File: src/inc/isa_bus_pkg.sv
/*
 * Shared constants and types for the stackable bus cycle logic.
 * Assumes a single core clock at CORE_CLK_HZ.
 */
package isa_bus_pkg;
	localparam int CORE_CLK_HZ = 10_000_000;
	// bus clock range
	localparam int SYSCLK_MIN_KHZ = 2500;
	localparam int SYSCLK_MAX_KHZ = 25000;
	localparam int SYSCLK_REC_KHZ = 16000;
	localparam int SYSCLK_HALF_MAX = CORE_CLK_HZ / (2 * SYSCLK_MIN_KHZ * 1000);
	localparam int SYSCLK_HALF_RAW = CORE_CLK_HZ / (2 * SYSCLK_MAX_KHZ * 1000);
	localparam int SYSCLK_HALF_MIN = (SYSCLK_HALF_RAW < 1) ? 1 : SYSCLK_HALF_RAW;
	// reference oscillator, phase accumulator
	localparam longint OSC_HZ = 14_318_180;
	localparam int OSC_ACC_W = 24;
	localparam logic [OSC_ACC_W-1:0] OSC_INC =
		OSC_ACC_W'((OSC_HZ << OSC_ACC_W) / CORE_CLK_HZ);
	// bus reset hold
	localparam int RESET_HOLD_MS = 100;
	localparam int RESET_HOLD_CYCLES = RESET_HOLD_MS * (CORE_CLK_HZ / 1000);
	// command length in bus clocks after the address phase, minus one
	localparam logic [2:0] WAIT_16 = 3'h1;
	localparam logic [2:0] WAIT_8 = 3'h4;
	localparam int ALT_DLY = 2;
	localparam int IRQ_W = 11;
	localparam logic [3:0] LOW_MB_TOP = 4'h0;

	typedef enum logic [2:0] {
		CMD_IO_RD, CMD_IO_WR, CMD_MEM_RD, CMD_MEM_WR,
		CMD_DMA_RD, CMD_DMA_WR, CMD_REFRESH
	} cmd_type;

	typedef enum logic [1:0] {ST_IDLE, ST_ADDR, ST_CMD, ST_ALT} phase_type;
endpackage

File: src/inc/clk_gen_if.sv
/*
 * Carrier between the bus clock generator and the cycle engine.
 * Assumes both ends run on the core clock.
 */
interface clk_gen_if;
	logic sysclk;
	logic sysclk_rise;
	logic osc;
	modport gen(output sysclk, output sysclk_rise, output osc);
	modport use_end(input sysclk, input sysclk_rise, input osc);
endinterface

File: src/verilog/bus_clock_gen.sv
/*
 * Bus clock divider and reference oscillator phase accumulator.
 * Assumes the core clock; the oscillator aliases if CORE_CLK_HZ is below
 * twice the reference rate, so a real part runs this from a faster clock.
 */
module bus_clock_gen
	import isa_bus_pkg::*;
(
	input wire logic core_clk, // core clock
	input wire logic sys_rst, // async reset, high
	input wire logic ce, // clock enable
	input wire logic [3:0] sysclk_half, // half period in core cycles
	clk_gen_if.gen cg // clocks to the engine
);
	typedef struct packed {
		logic [3:0] cnt;
		logic sysclk;
		logic rise;
		logic [OSC_ACC_W-1:0] acc;
	} cg_type;

	cg_type r, next_r;
	logic [3:0] half;

	always_comb begin
		next_r = r;
		// out-of-range settings are clamped to the reachable band
		if (sysclk_half < 4'(SYSCLK_HALF_MIN))
			half = 4'(SYSCLK_HALF_MIN);
		else if (sysclk_half > 4'(SYSCLK_HALF_MAX))
			half = 4'(SYSCLK_HALF_MAX);
		else
			half = sysclk_half;
		next_r.rise = 1'b0;
		if (r.cnt + 4'h1 >= half) begin
			next_r.cnt = 4'h0;
			next_r.sysclk = ~r.sysclk;
			next_r.rise = ~r.sysclk;
		end else begin
			next_r.cnt = r.cnt + 4'h1;
		end
		next_r.acc = r.acc + OSC_INC;
	end

	always_ff @(posedge core_clk or posedge sys_rst) begin
		if (sys_rst)
			r <= '0;
		else if (ce)
			r <= next_r;
	end

	assign cg.sysclk = r.sysclk;
	assign cg.sysclk_rise = r.rise;
	assign cg.osc = r.acc[OSC_ACC_W-1];
endmodule

File: src/verilog/isa_bus_master.sv
/*
 * Permanent master cycle engine for the stackable 16-bit expansion bus.
 * Assumes all bus inputs synchronous to core_clk, open-collector lines
 * resolved outside, and a pull-up on every released command strobe.
 */
// Notes on behaviour
// - BALE high while address valid; targets latch on its falling edge.
// - BALE held high throughout DMA, refresh and alternate master cycles.
// - IOR#/IOW# mark I/O reads and writes; targets decode SA[15:0] and AEN.
// - SMEMR#/SMEMW# only for the first megabyte; targets decode SA[19:0].
// - alternate master read strobe produces a delayed low-megabyte read.
// - memory strobes read inactive while bus ownership changes hands.
// - 0WS# ends a memory cycle early; ignored during DMA.
// - IOCHRDY low stretches the cycle until it returns high.
// - IOCHRDY low wins over 0WS#.
// - IOCHCK# low raises a non-maskable interrupt.
// - bus clock selectable, 2.5 to 25 MHz; above 16 MHz discouraged; the 10 MHz core clock gives 2.5 or 5 MHz here.
// - all bus cycle timing derives from SYSCLK; here the BALE rise and the alternate read delay follow the core clock.
// - free-running 14.31818 MHz reference, 50 percent duty; here aliased by the 10 MHz core clock.
// - RESETDRV high at least 100 ms after power-up and watchdog expiry.
// - interrupt lines active high; unused inputs must be masked.
// - SBHE# with SA0 selects word, upper byte or lower byte transfer.
module isa_bus_master
	import isa_bus_pkg::*;
#(
	parameter int HOLD_CYCLES = RESET_HOLD_CYCLES
)(
	input wire logic core_clk, // core clock
	input wire logic sys_rst, // async reset, high
	input wire logic ce, // clock enable, freezes state
	input wire logic [3:0] sysclk_half, // bus clock half period setting
	input wire logic wdog_timeout, // watchdog expiry pulse
	input wire logic req_valid, // cycle request
	output logic req_ready, // engine idle and able
	input wire cmd_type req_cmd, // kind of cycle
	input wire logic [23:0] req_addr, // byte address
	input wire logic req_word, // 16-bit transfer
	input wire logic [15:0] req_wdata, // write data
	input wire logic [2:0] req_chan, // DMA channel
	output logic resp_valid, // cycle finished pulse
	output logic [15:0] resp_rdata, // read data
	output logic sysclk, // bus clock
	output logic osc, // reference oscillator
	output logic resetdrv, // bus reset
	output logic bale, // address latch enable
	output logic [19:0] sa, // system address
	output logic [23:17] la, // latched upper address
	output logic sbhe_n, // upper byte enable
	output logic aen, // DMA address enable
	output logic refresh_n, // refresh cycle
	output logic [7:0] dack_n, // DMA acknowledges
	output logic ior_n, // I/O read
	output logic iow_n, // I/O write
	output logic memr_n, // memory read
	output logic memw_n, // memory write
	output logic smemr_n, // low megabyte memory read
	output logic smemw_n, // low megabyte memory write
	output logic cmd_oe_n, // low while strobes and address driven
	output logic [15:0] sd_out, // data out
	output logic sd_oe_n, // low while data driven
	input wire logic [15:0] sd_in, // data in
	input wire logic iochrdy, // ready, low stretches
	input wire logic zws_n, // zero wait state request
	input wire logic iocs16_n, // 16-bit I/O target
	input wire logic memcs16_n, // 16-bit memory target
	input wire logic iochck_n, // fatal bus error
	output logic nmi, // non-maskable interrupt
	input wire logic alt_master, // alternate master owns bus
	input wire logic alt_memr_n, // alternate master read strobe
	input wire logic [3:0] alt_la_top, // alternate master LA[23:20]
	input wire logic [IRQ_W-1:0] irq_in, // interrupt lines
	input wire logic [IRQ_W-1:0] irq_enable, // used lines
	output logic [IRQ_W-1:0] irq_out // qualified interrupts
);
	// active-high strobe set {ior, iow, memr, memw}
	function automatic logic [3:0] strobes(input cmd_type c);
		case (c)
			CMD_IO_RD, CMD_DMA_RD: strobes = 4'h8;
			CMD_IO_WR, CMD_DMA_WR: strobes = 4'h4;
			CMD_MEM_RD, CMD_REFRESH: strobes = 4'h2;
			CMD_MEM_WR: strobes = 4'h1;
			default: strobes = 4'h0;
		endcase
	endfunction

	typedef struct packed {
		phase_type phase;
		cmd_type cmd;
		logic [23:0] addr;
		logic sbhe_n;
		logic [15:0] wdata;
		logic sd_oe_n;
		logic [2:0] wcnt;
		logic bale;
		logic aen;
		logic refresh_n;
		logic [7:0] dack_n;
		logic [3:0] strb_n;
		logic smemr_n;
		logic smemw_n;
		logic oe_n;
		logic [15:0] rdata;
		logic resp;
		logic ready;
		logic [ALT_DLY-1:0] alt_dly;
		logic [31:0] rst_cnt;
		logic resetdrv;
		logic nmi;
		logic [IRQ_W-1:0] irq;
	} st_type;

	st_type r, next_r;
	clk_gen_if cg();
	logic dma, hold_bale, low_mb, cs16, mem_cmd;
	logic [3:0] stb;

	bus_clock_gen u_clk (
		.core_clk(core_clk),
		.sys_rst(sys_rst),
		.ce(ce),
		.sysclk_half(sysclk_half),
		.cg(cg)
	);

	always_comb begin
		next_r = r;
		next_r.resp = 1'b0;
		dma = (r.cmd == CMD_DMA_RD) || (r.cmd == CMD_DMA_WR);
		hold_bale = dma || (r.cmd == CMD_REFRESH);
		low_mb = (r.addr[23:20] == LOW_MB_TOP);
		mem_cmd = (r.cmd == CMD_MEM_RD) || (r.cmd == CMD_MEM_WR);
		stb = strobes(r.cmd);
		cs16 = mem_cmd ? ~memcs16_n : ~iocs16_n;
		next_r.irq = irq_in & irq_enable;
		next_r.nmi = ~iochck_n;
		next_r.alt_dly = {r.alt_dly[ALT_DLY-2:0],
			~alt_memr_n & (alt_la_top == LOW_MB_TOP)};
		// counter restarts on a watchdog pulse; bus cycles requested after the pulse wait meanwhile
		if (wdog_timeout) begin
			next_r.rst_cnt = '0;
			next_r.resetdrv = 1'b1;
		end else if (r.rst_cnt < 32'(HOLD_CYCLES)) begin
			next_r.rst_cnt = r.rst_cnt + 32'h1;
		end else begin
			next_r.resetdrv = 1'b0;
		end
		case (r.phase)
			ST_IDLE: begin
				if (alt_master) begin
					next_r.phase = ST_ALT;
					next_r.bale = 1'b1;
					next_r.oe_n = 1'b1;
				end else if (req_valid && r.ready) begin
					next_r.phase = ST_ADDR;
					next_r.cmd = req_cmd;
					next_r.addr = req_addr;
					next_r.wdata = req_wdata;
					next_r.sbhe_n = ~(req_word | req_addr[0]);
					next_r.bale = 1'b1;
					if (req_cmd == CMD_DMA_RD || req_cmd == CMD_DMA_WR) begin
						next_r.aen = 1'b1;
						next_r.dack_n = ~(8'h01 << req_chan);
					end
					next_r.refresh_n = (req_cmd != CMD_REFRESH);
				end
			end
			ST_ADDR: begin
				if (cg.sysclk_rise) begin
					next_r.phase = ST_CMD;
					next_r.bale = hold_bale;
					next_r.strb_n = ~stb;
					next_r.smemr_n = ~(stb[1] & low_mb);
					next_r.smemw_n = ~(stb[0] & low_mb);
					next_r.sd_oe_n = ~(r.cmd == CMD_IO_WR ||
						r.cmd == CMD_MEM_WR);
					next_r.wcnt = cs16 ? WAIT_16 : WAIT_8;
				end
			end
			ST_CMD: begin
				// a stretched cycle outranks an early end request
				if (cg.sysclk_rise && iochrdy) begin
					if ((mem_cmd && !zws_n) || r.wcnt == 3'h0) begin
						next_r.phase = ST_IDLE;
						next_r.strb_n = 4'hF;
						next_r.smemr_n = 1'b1;
						next_r.smemw_n = 1'b1;
						next_r.sd_oe_n = 1'b1;
						next_r.bale = 1'b0;
						next_r.aen = 1'b0;
						next_r.dack_n = 8'hFF;
						next_r.refresh_n = 1'b1;
						next_r.rdata = sd_in;
						next_r.resp = 1'b1;
					end else begin
						next_r.wcnt = r.wcnt - 3'h1;
					end
				end
			end
			ST_ALT: begin
				next_r.smemr_n = ~r.alt_dly[ALT_DLY-1];
				if (!alt_master) begin
					next_r.phase = ST_IDLE;
					next_r.bale = 1'b0;
					next_r.oe_n = 1'b0;
					next_r.smemr_n = 1'b1;
				end
			end
			default: next_r.phase = ST_IDLE;
		endcase
		next_r.ready = (next_r.phase == ST_IDLE) && !next_r.resetdrv &&
			!alt_master;
	end

	always_ff @(posedge core_clk or posedge sys_rst) begin
		if (sys_rst) begin
			r <= '0;
			r.phase <= ST_IDLE;
			r.cmd <= CMD_IO_RD;
			r.sbhe_n <= 1'b1;
			r.sd_oe_n <= 1'b1;
			r.refresh_n <= 1'b1;
			r.dack_n <= 8'hFF;
			r.strb_n <= 4'hF;
			r.smemr_n <= 1'b1;
			r.smemw_n <= 1'b1;
			r.resetdrv <= 1'b1;
		end else if (ce) begin
			r <= next_r;
		end
	end

	assign req_ready = r.ready;
	assign resp_valid = r.resp;
	assign resp_rdata = r.rdata;
	assign sysclk = cg.sysclk;
	assign osc = cg.osc;
	assign resetdrv = r.resetdrv;
	assign bale = r.bale;
	assign sa = r.addr[19:0];
	assign la = r.addr[23:17];
	assign sbhe_n = r.sbhe_n;
	assign aen = r.aen;
	assign refresh_n = r.refresh_n;
	assign dack_n = r.dack_n;
	assign {ior_n, iow_n, memr_n, memw_n} = r.strb_n;
	assign smemr_n = r.smemr_n;
	assign smemw_n = r.smemw_n;
	assign cmd_oe_n = r.oe_n;
	assign sd_out = r.wdata;
	assign sd_oe_n = r.sd_oe_n;
	assign nmi = r.nmi;
	assign irq_out = r.irq;
endmodule

File: config.mk
export PLATFORM = sky130hd
export DESIGN_NAME = isa_bus_master
export DESIGN_NICKNAME = d
export VERILOG_FILES = /design/src/inc/isa_bus_pkg.sv /design/src/inc/clk_gen_if.sv /design/src/verilog/bus_clock_gen.sv /design/src/verilog/isa_bus_master.sv
export SDC_FILE = /design/constraint.sdc
export NUM_CORES = 1
export LEC_CHECK = 0
export BUFFER_PORTS_ARGS = -buffer_cell sky130_fd_sc_hd__buf_4
export CORE_UTILIZATION = 45
export CTS_CLUSTER_DIAMETER = 150
export CTS_CLUSTER_SIZE = 8
export DETAILED_ROUTE_END_ITERATION = 8
export GPL_ROUTABILITY_DRIVEN = 0
export PLACE_DENSITY = 0.7
export SLEW_MARGIN = 10
export SYNTH_ARGS = -nofsm -noshare
export SYNTH_HDL_FRONTEND = slang
export SYNTH_SLANG_ARGS = --single-unit
File: constraint.sdc
create_clock -name core_clk -period 4.97 [get_ports core_clk]
set_input_delay 0.994 -clock core_clk [delete_from_list [all_inputs] [get_ports core_clk]]
set_output_delay 0.994 -clock core_clk [all_outputs]
set_load 0.05 [all_outputs]
==> Yosys cells after proc, flatten, opt, wreduce, memory -nomap -nowiden <==
Index checks and enable logic that the tools add are counted.
W data, S select, Z words.
{ "totals": {"regBits": 163, "input_bits": 105} }
{ "op_classes": {"n_addsub": 4, "magnitude_cmp": 4, "eq_ne": 22, "n_shift": 1, "muxes": 41, "n_bitwise": 18, "n_reduce_logical": 39} }
{ "ops": {"columns": ["op", "n"], "rows": [
  ["$mux W46", 1],
  ["$mux W33", 1],
  ["$add A32 B1 Y32 const B", 1],
  ["$lt A32 B20 Y1 const B", 1],
  ["$mux W32", 1],
  ["$add A24 B23 Y24 const B", 1],
  ["$mux W21", 1],
  ["$pmux W10 S2", 1],
  ["$mux W17", 1],
  ["$ne A2 B2 Y1 const B", 8],
  ["$pmux W4 S2", 2],
  ["$pmux W4 S4", 1],
  ["$eq A3 B3 Y1 const B", 5],
  ["$reduce_and A5 Y1", 3],
  ["$mux W1", 12],
  ["$mux W4", 3],
  ["$reduce_and A4 Y1", 3],
  ["$reduce_and A6 Y1", 2],
  ["$and A11 B11 Y11", 1],
  ["$mux W11", 1],
  ["$not A1 Y1", 11],
  ["$mux W10", 1],
  ["$mux W2", 5],
  ["$logic_not A4 Y1", 2],
  ["other kinds (34)", 60]
]} }

==> Longest topological paths before layout <==
{ "logic_depth": {"word_depth": 10, "mapped_depth": 9, "ltp_nobuf": 8} }

==> By module <==
A second synthesis with hierarchy kept.
{ "unflattened": {"hier_cells": 725, "hier_area_um2": 8002.7} }
{ "by_module_without_submodules": {"columns": ["mod", "n_inst", "cells_each", "area_per_inst_um2", "seq_area_each_um2"], "rows": [
  ["isa_bus_master", 1, 576, 6408.6, 3350.7],
  ["bus_clock_gen", 1, 149, 1594.0, 750.7]
]} }

==> Worst setup path after synthesis <==
OpenSTA, ideal clock, no wires.
{ "synth_timing": {"path_kind": "input port to flip-flop", "start": "input port zws_n", "end": "register r, in the netlist resp_rdata[0]", "setup_ns": 0.125, "t_arrival_ns": 2.198, "slack_ns": 2.647, "path_stages": 5, "path_buffers": 1, "cell_sequence": "or3b_1 > a21oi_2 > nand3_4 > buf_6 > mux2_4"} }
{ "synth_via": {"elab_chain_len": 4} }
{ "synth_rtl": {"columns": ["element", "line", "text"], "rows": [
  ["start, declared", "isa_bus_master.sv:63", "input wire logic zws_n,"],
  ["$logic_not A1 Y1", "isa_bus_master.sv:182", "if ((mem_cmd && !zws_n) || r.wcnt == 3'h0) begin"],
  ["$logic_and A1 B1 Y1", "isa_bus_master.sv:182", null],
  ["$logic_or A1 B1 Y1", "isa_bus_master.sv:182", null],
  ["$reduce_and A4 Y1 (no source line)", null, null],
  ["end signal, assigned", "isa_bus_master.sv:228", "r <= next_r;"],
  ["end, declared", "isa_bus_master.sv:112", "st_type r, next_r;"]
]} }
No other way between the ends.
A chain may end at the register's enable or synchronous reset.

==> Final worst setup path <==
{ "layout_timing": {"start": "input port ce", "end": "register r[31] in the netlist's numbering"} }
{ "layout_via": {"elab_chain_len": 1} }
{ "layout_rtl": {"columns": ["element", "line", "text"], "rows": [
  ["start, declared", "isa_bus_master.sv:30", "input wire logic ce,"],
  ["$reduce_and A2 Y1 (no source line)", null, null]
]} }
No other way between the ends.

==> impl_results.md <==
* Synthesized area per cell at 10.7 sq um
* Minimum clock period at 2.91 ns
* Max_cap viols at 0
* Row count at 48
* Die Wd at 136 um
* Final Core Density at 0.561
* EDFF count, synth at 0
* Post-Syn Instances at 757
* Clk buf depth at 2
* Largest net degree at the start of global routing at 92
* Fmax at 0.344 GHz
* Hold Vio Cnt, Final at 0
* Least-Margin Pin Slew at 1.06 ns
* Final wirelength at 17700 um
* Final net count at 988
* Port Buffers at 199
* Tcrit/Tclk final at 0.586
* Synth Register Bits at 163
* Initial antenna violation count at 0
* Routed wire length per instance at 15.9 um
* Slew headroom at 0.289
* Asr flop ratio synth at 1.00
* Setup tns final at 0 ns
* Worst path required time at 5.31 ns
* Die area at 18600 sq um
* Via/cell ratio at 5.29
* Setup slack after layout at 2.06 ns
* Starting DRC count in detailed routing at 233
* Nature of the critical path startpoint: primary input
* Root Driver: clkbuf_16
* Synth Warn # at 0
* Die Y at 136 um
* Arrival @ worst endpoint at 3.25 ns
* VDD IR max at 0.275 mV
* Final Slew Violations at 0
* Final Skew at 0.00828 ns
* FF+latch area at 4100 sq um
* Via count at 5886
* Residual DRC at 0
* Cell Area, Placed at 9230 sq um
* HP Start: sbhe_n
* Hold_buf cts at 0
* Netlist cell types at 73
* Multi-input gate area in the final layout at 3200 sq um
* Critical Path Source: ce
* CORE AREA at 17500 sq um
* Hold/Removal Path Class: flip-flop to flip-flop
* Leakage at 4.77 nW
* CTS clk-pin slew, worst paths at 0.07 ns
* Kind of critical path: primary input to flip-flop
* Area grow syn2layout at 20.8%
* GRT Overall Usage at 0.195
* CTS Sinks at 163
* Endpoints failing setup at 0
* Vias in the first global route at 5611
* Ports at 201
* RSZ-0062 raised after global routing: no
* Layout cells sized above 1 at 0.377
* Overflow after GRT at 0
* H-tree depth at 4
* PD cells at 504 nW/um^2
* Post-CTS Setup Inserts at 0
* First-pass GRT wire length at 28100 um
* Antenna Cells at 0
* Max Fanout on Critical Path at 66
* Post-CTS Resized at 0
* Inserted Clock Buffers at 17
* DP HPWL at 12600 um
* Endpoint type of the worst setup path: flip-flop
* Filler cells at 1522
* Power, Total at 4.94 mW
* Antenna Nets Post-Route at 0
* Initial core utilization at 0.465
* Syn Std Cell Area at 8120 sq um
* CTS tree: built
* Crit Reg-Reg Startpoint: r[44]
* Clock Latency Late Sink at 0.43 ns
* Top FF cell, synth: dfrtp_1
* Final Cell Area at 9810 sq um
* DR pass1 iterations at 5
* Outcome: finished clean
* Pre-CTS WS at 1.65 ns
* Register area share after synthesis at 0.505
[synthesized netlist by cell type (all sizes together), types with 3 or more instances]
cell type	instances	area, sq um
a211oi	5	42.5
a31oi	10	62.6
nand3	34	183
o21ai	41	205
dfrtp	145	3630
nand4	5	31.3
inv	32	120
clkbuf	14	52.6
a22o	11	96.3
buf	91	654
o22a	4	36.3
or2	4	25.0
a21o	4	30.0
nor2b	5	31.3
nor4	9	56.3
and3	8	51.3
a21oi	27	154
xnor2	12	105
nand2	54	203
xor2	11	96.3
o2bb2ai	3	26.3
o32a	4	40.0
a2111oi	13	120
ha	9	113
nor2	44	165
a311o	3	31.3
mux2i	6	60.1
o211ai	5	37.5
nand2b	8	50.1
nor3	10	50.1
dfstp	18	473
and2	14	90.1
mux2	61	721
[layout by cell type, fill, tap and decap left out, types with 5 or more instances in the layout]
cell type and n:
and3_1 7, dfstp_2 18, inv_1 30, nor2_1 44
dfrtp_1 145, a2111oi_0 12, mux2i_1 6, a21oi_1 24
o21ai_0 40, buf_4 201, mux2_4 9, mux2_2 52
xor2_1 11, a31oi_1 10, nor2b_1 5, nor3_1 10
nand2_1 53, nand2b_1 8, inv_6 6, nor4_1 9
clkbuf_16 17, a22o_1 11, xnor2_1 12, nand4_1 5
nand3_1 33, o211ai_1 5, and2_1 13, ha_1 9
[critical path, cell delays in order]
cell and delay (ns):
buf_4 0.09, buf_4 0.53, nand2_1 0.48, a2111oi_0 0.87
nand3b_1 0.13, o21ai_0 0.11
[registers in the layout (all words and copies together), names as in the netlist, 7 cells and up]
register / cells
u_clk.r: 27
dack_n: 8
sa: 17
la: 7
resp_rdata: 16
irq_out: 11
r: 41
sd_out: 16
[per-layer routing]
| layer | track usage | vias to the layer above | wire, um |
|---|---|---|---|
| li1 | - | 2848 | - |
| met1 | 0.249 | 2852 | 7690 |
| met2 | 0.316 | 169 | 8520 |
| met3 | 0.0556 | 17 | 1290 |
| met4 | 0.0630 | 0 | 202 |
| met5 | 0 | - | 0 |
[logic make-up after synthesis]
group,Yosys count,share of synthesized area
AND/OR/NAND/NOR,207,0.127
flip-flops,163,0.505
AO/OA/AOI/OAI,150,0.130
buffers and inverters,137,0.102
multiplexers,67,0.0961
XOR/XNOR,23,0.0248
adder cells (fa/ha/maj),9,0.0139
other,1,0.000462
[power breakdown]
group          internal (mW)  leakage [nW]  switching [mW]
Clock                  0.704         0.271           0.572
Sequential              1.67          2.11           0.279
Combinational          0.662          2.39            1.05
[worst paths after layout]
kind | end | slack (ns) | depth (start not counted)
hold / removal | sbhe_n | 0.47 | 2
max in group asynchronous | sd_oe_n | 3.24 | 3
hold reg to reg | sbhe_n | 0.47 | 2
min in group asynchronous | sd_out[8] | 0.76 | 2
setup / recovery | r[31] | 2.06 | 6
setup reg to reg | r[31] | 2.48 | 5
[cell type report]
cell class / instances / area share
sequential: 163 / 0.418
inverter: 32 / 0.0126
clock buffer: 18 / 0.0438
clock inverter: 14 / 0.0145
multi-input combinational: 458 / 0.326
timing repair buffer: 202 / 0.156
tap: 225 / 0.0287
[metrics by stage]
| stage | instances | hold slack (ns) |
|---|---|---|
| 3_5_place_dp | 1080 | 0.467 |
| 3_3_place_gp | 1080 | 0.461 |
| 2_1_floorplan | 758 | 0.443 |
| 4_1_cts | 1112 | 0.477 |
| 6_report | 1112 | 0.473 |
| 5_1_grt | 1112 | 0.503 |
Note: power is estimated with default switching activity, not from simulation.
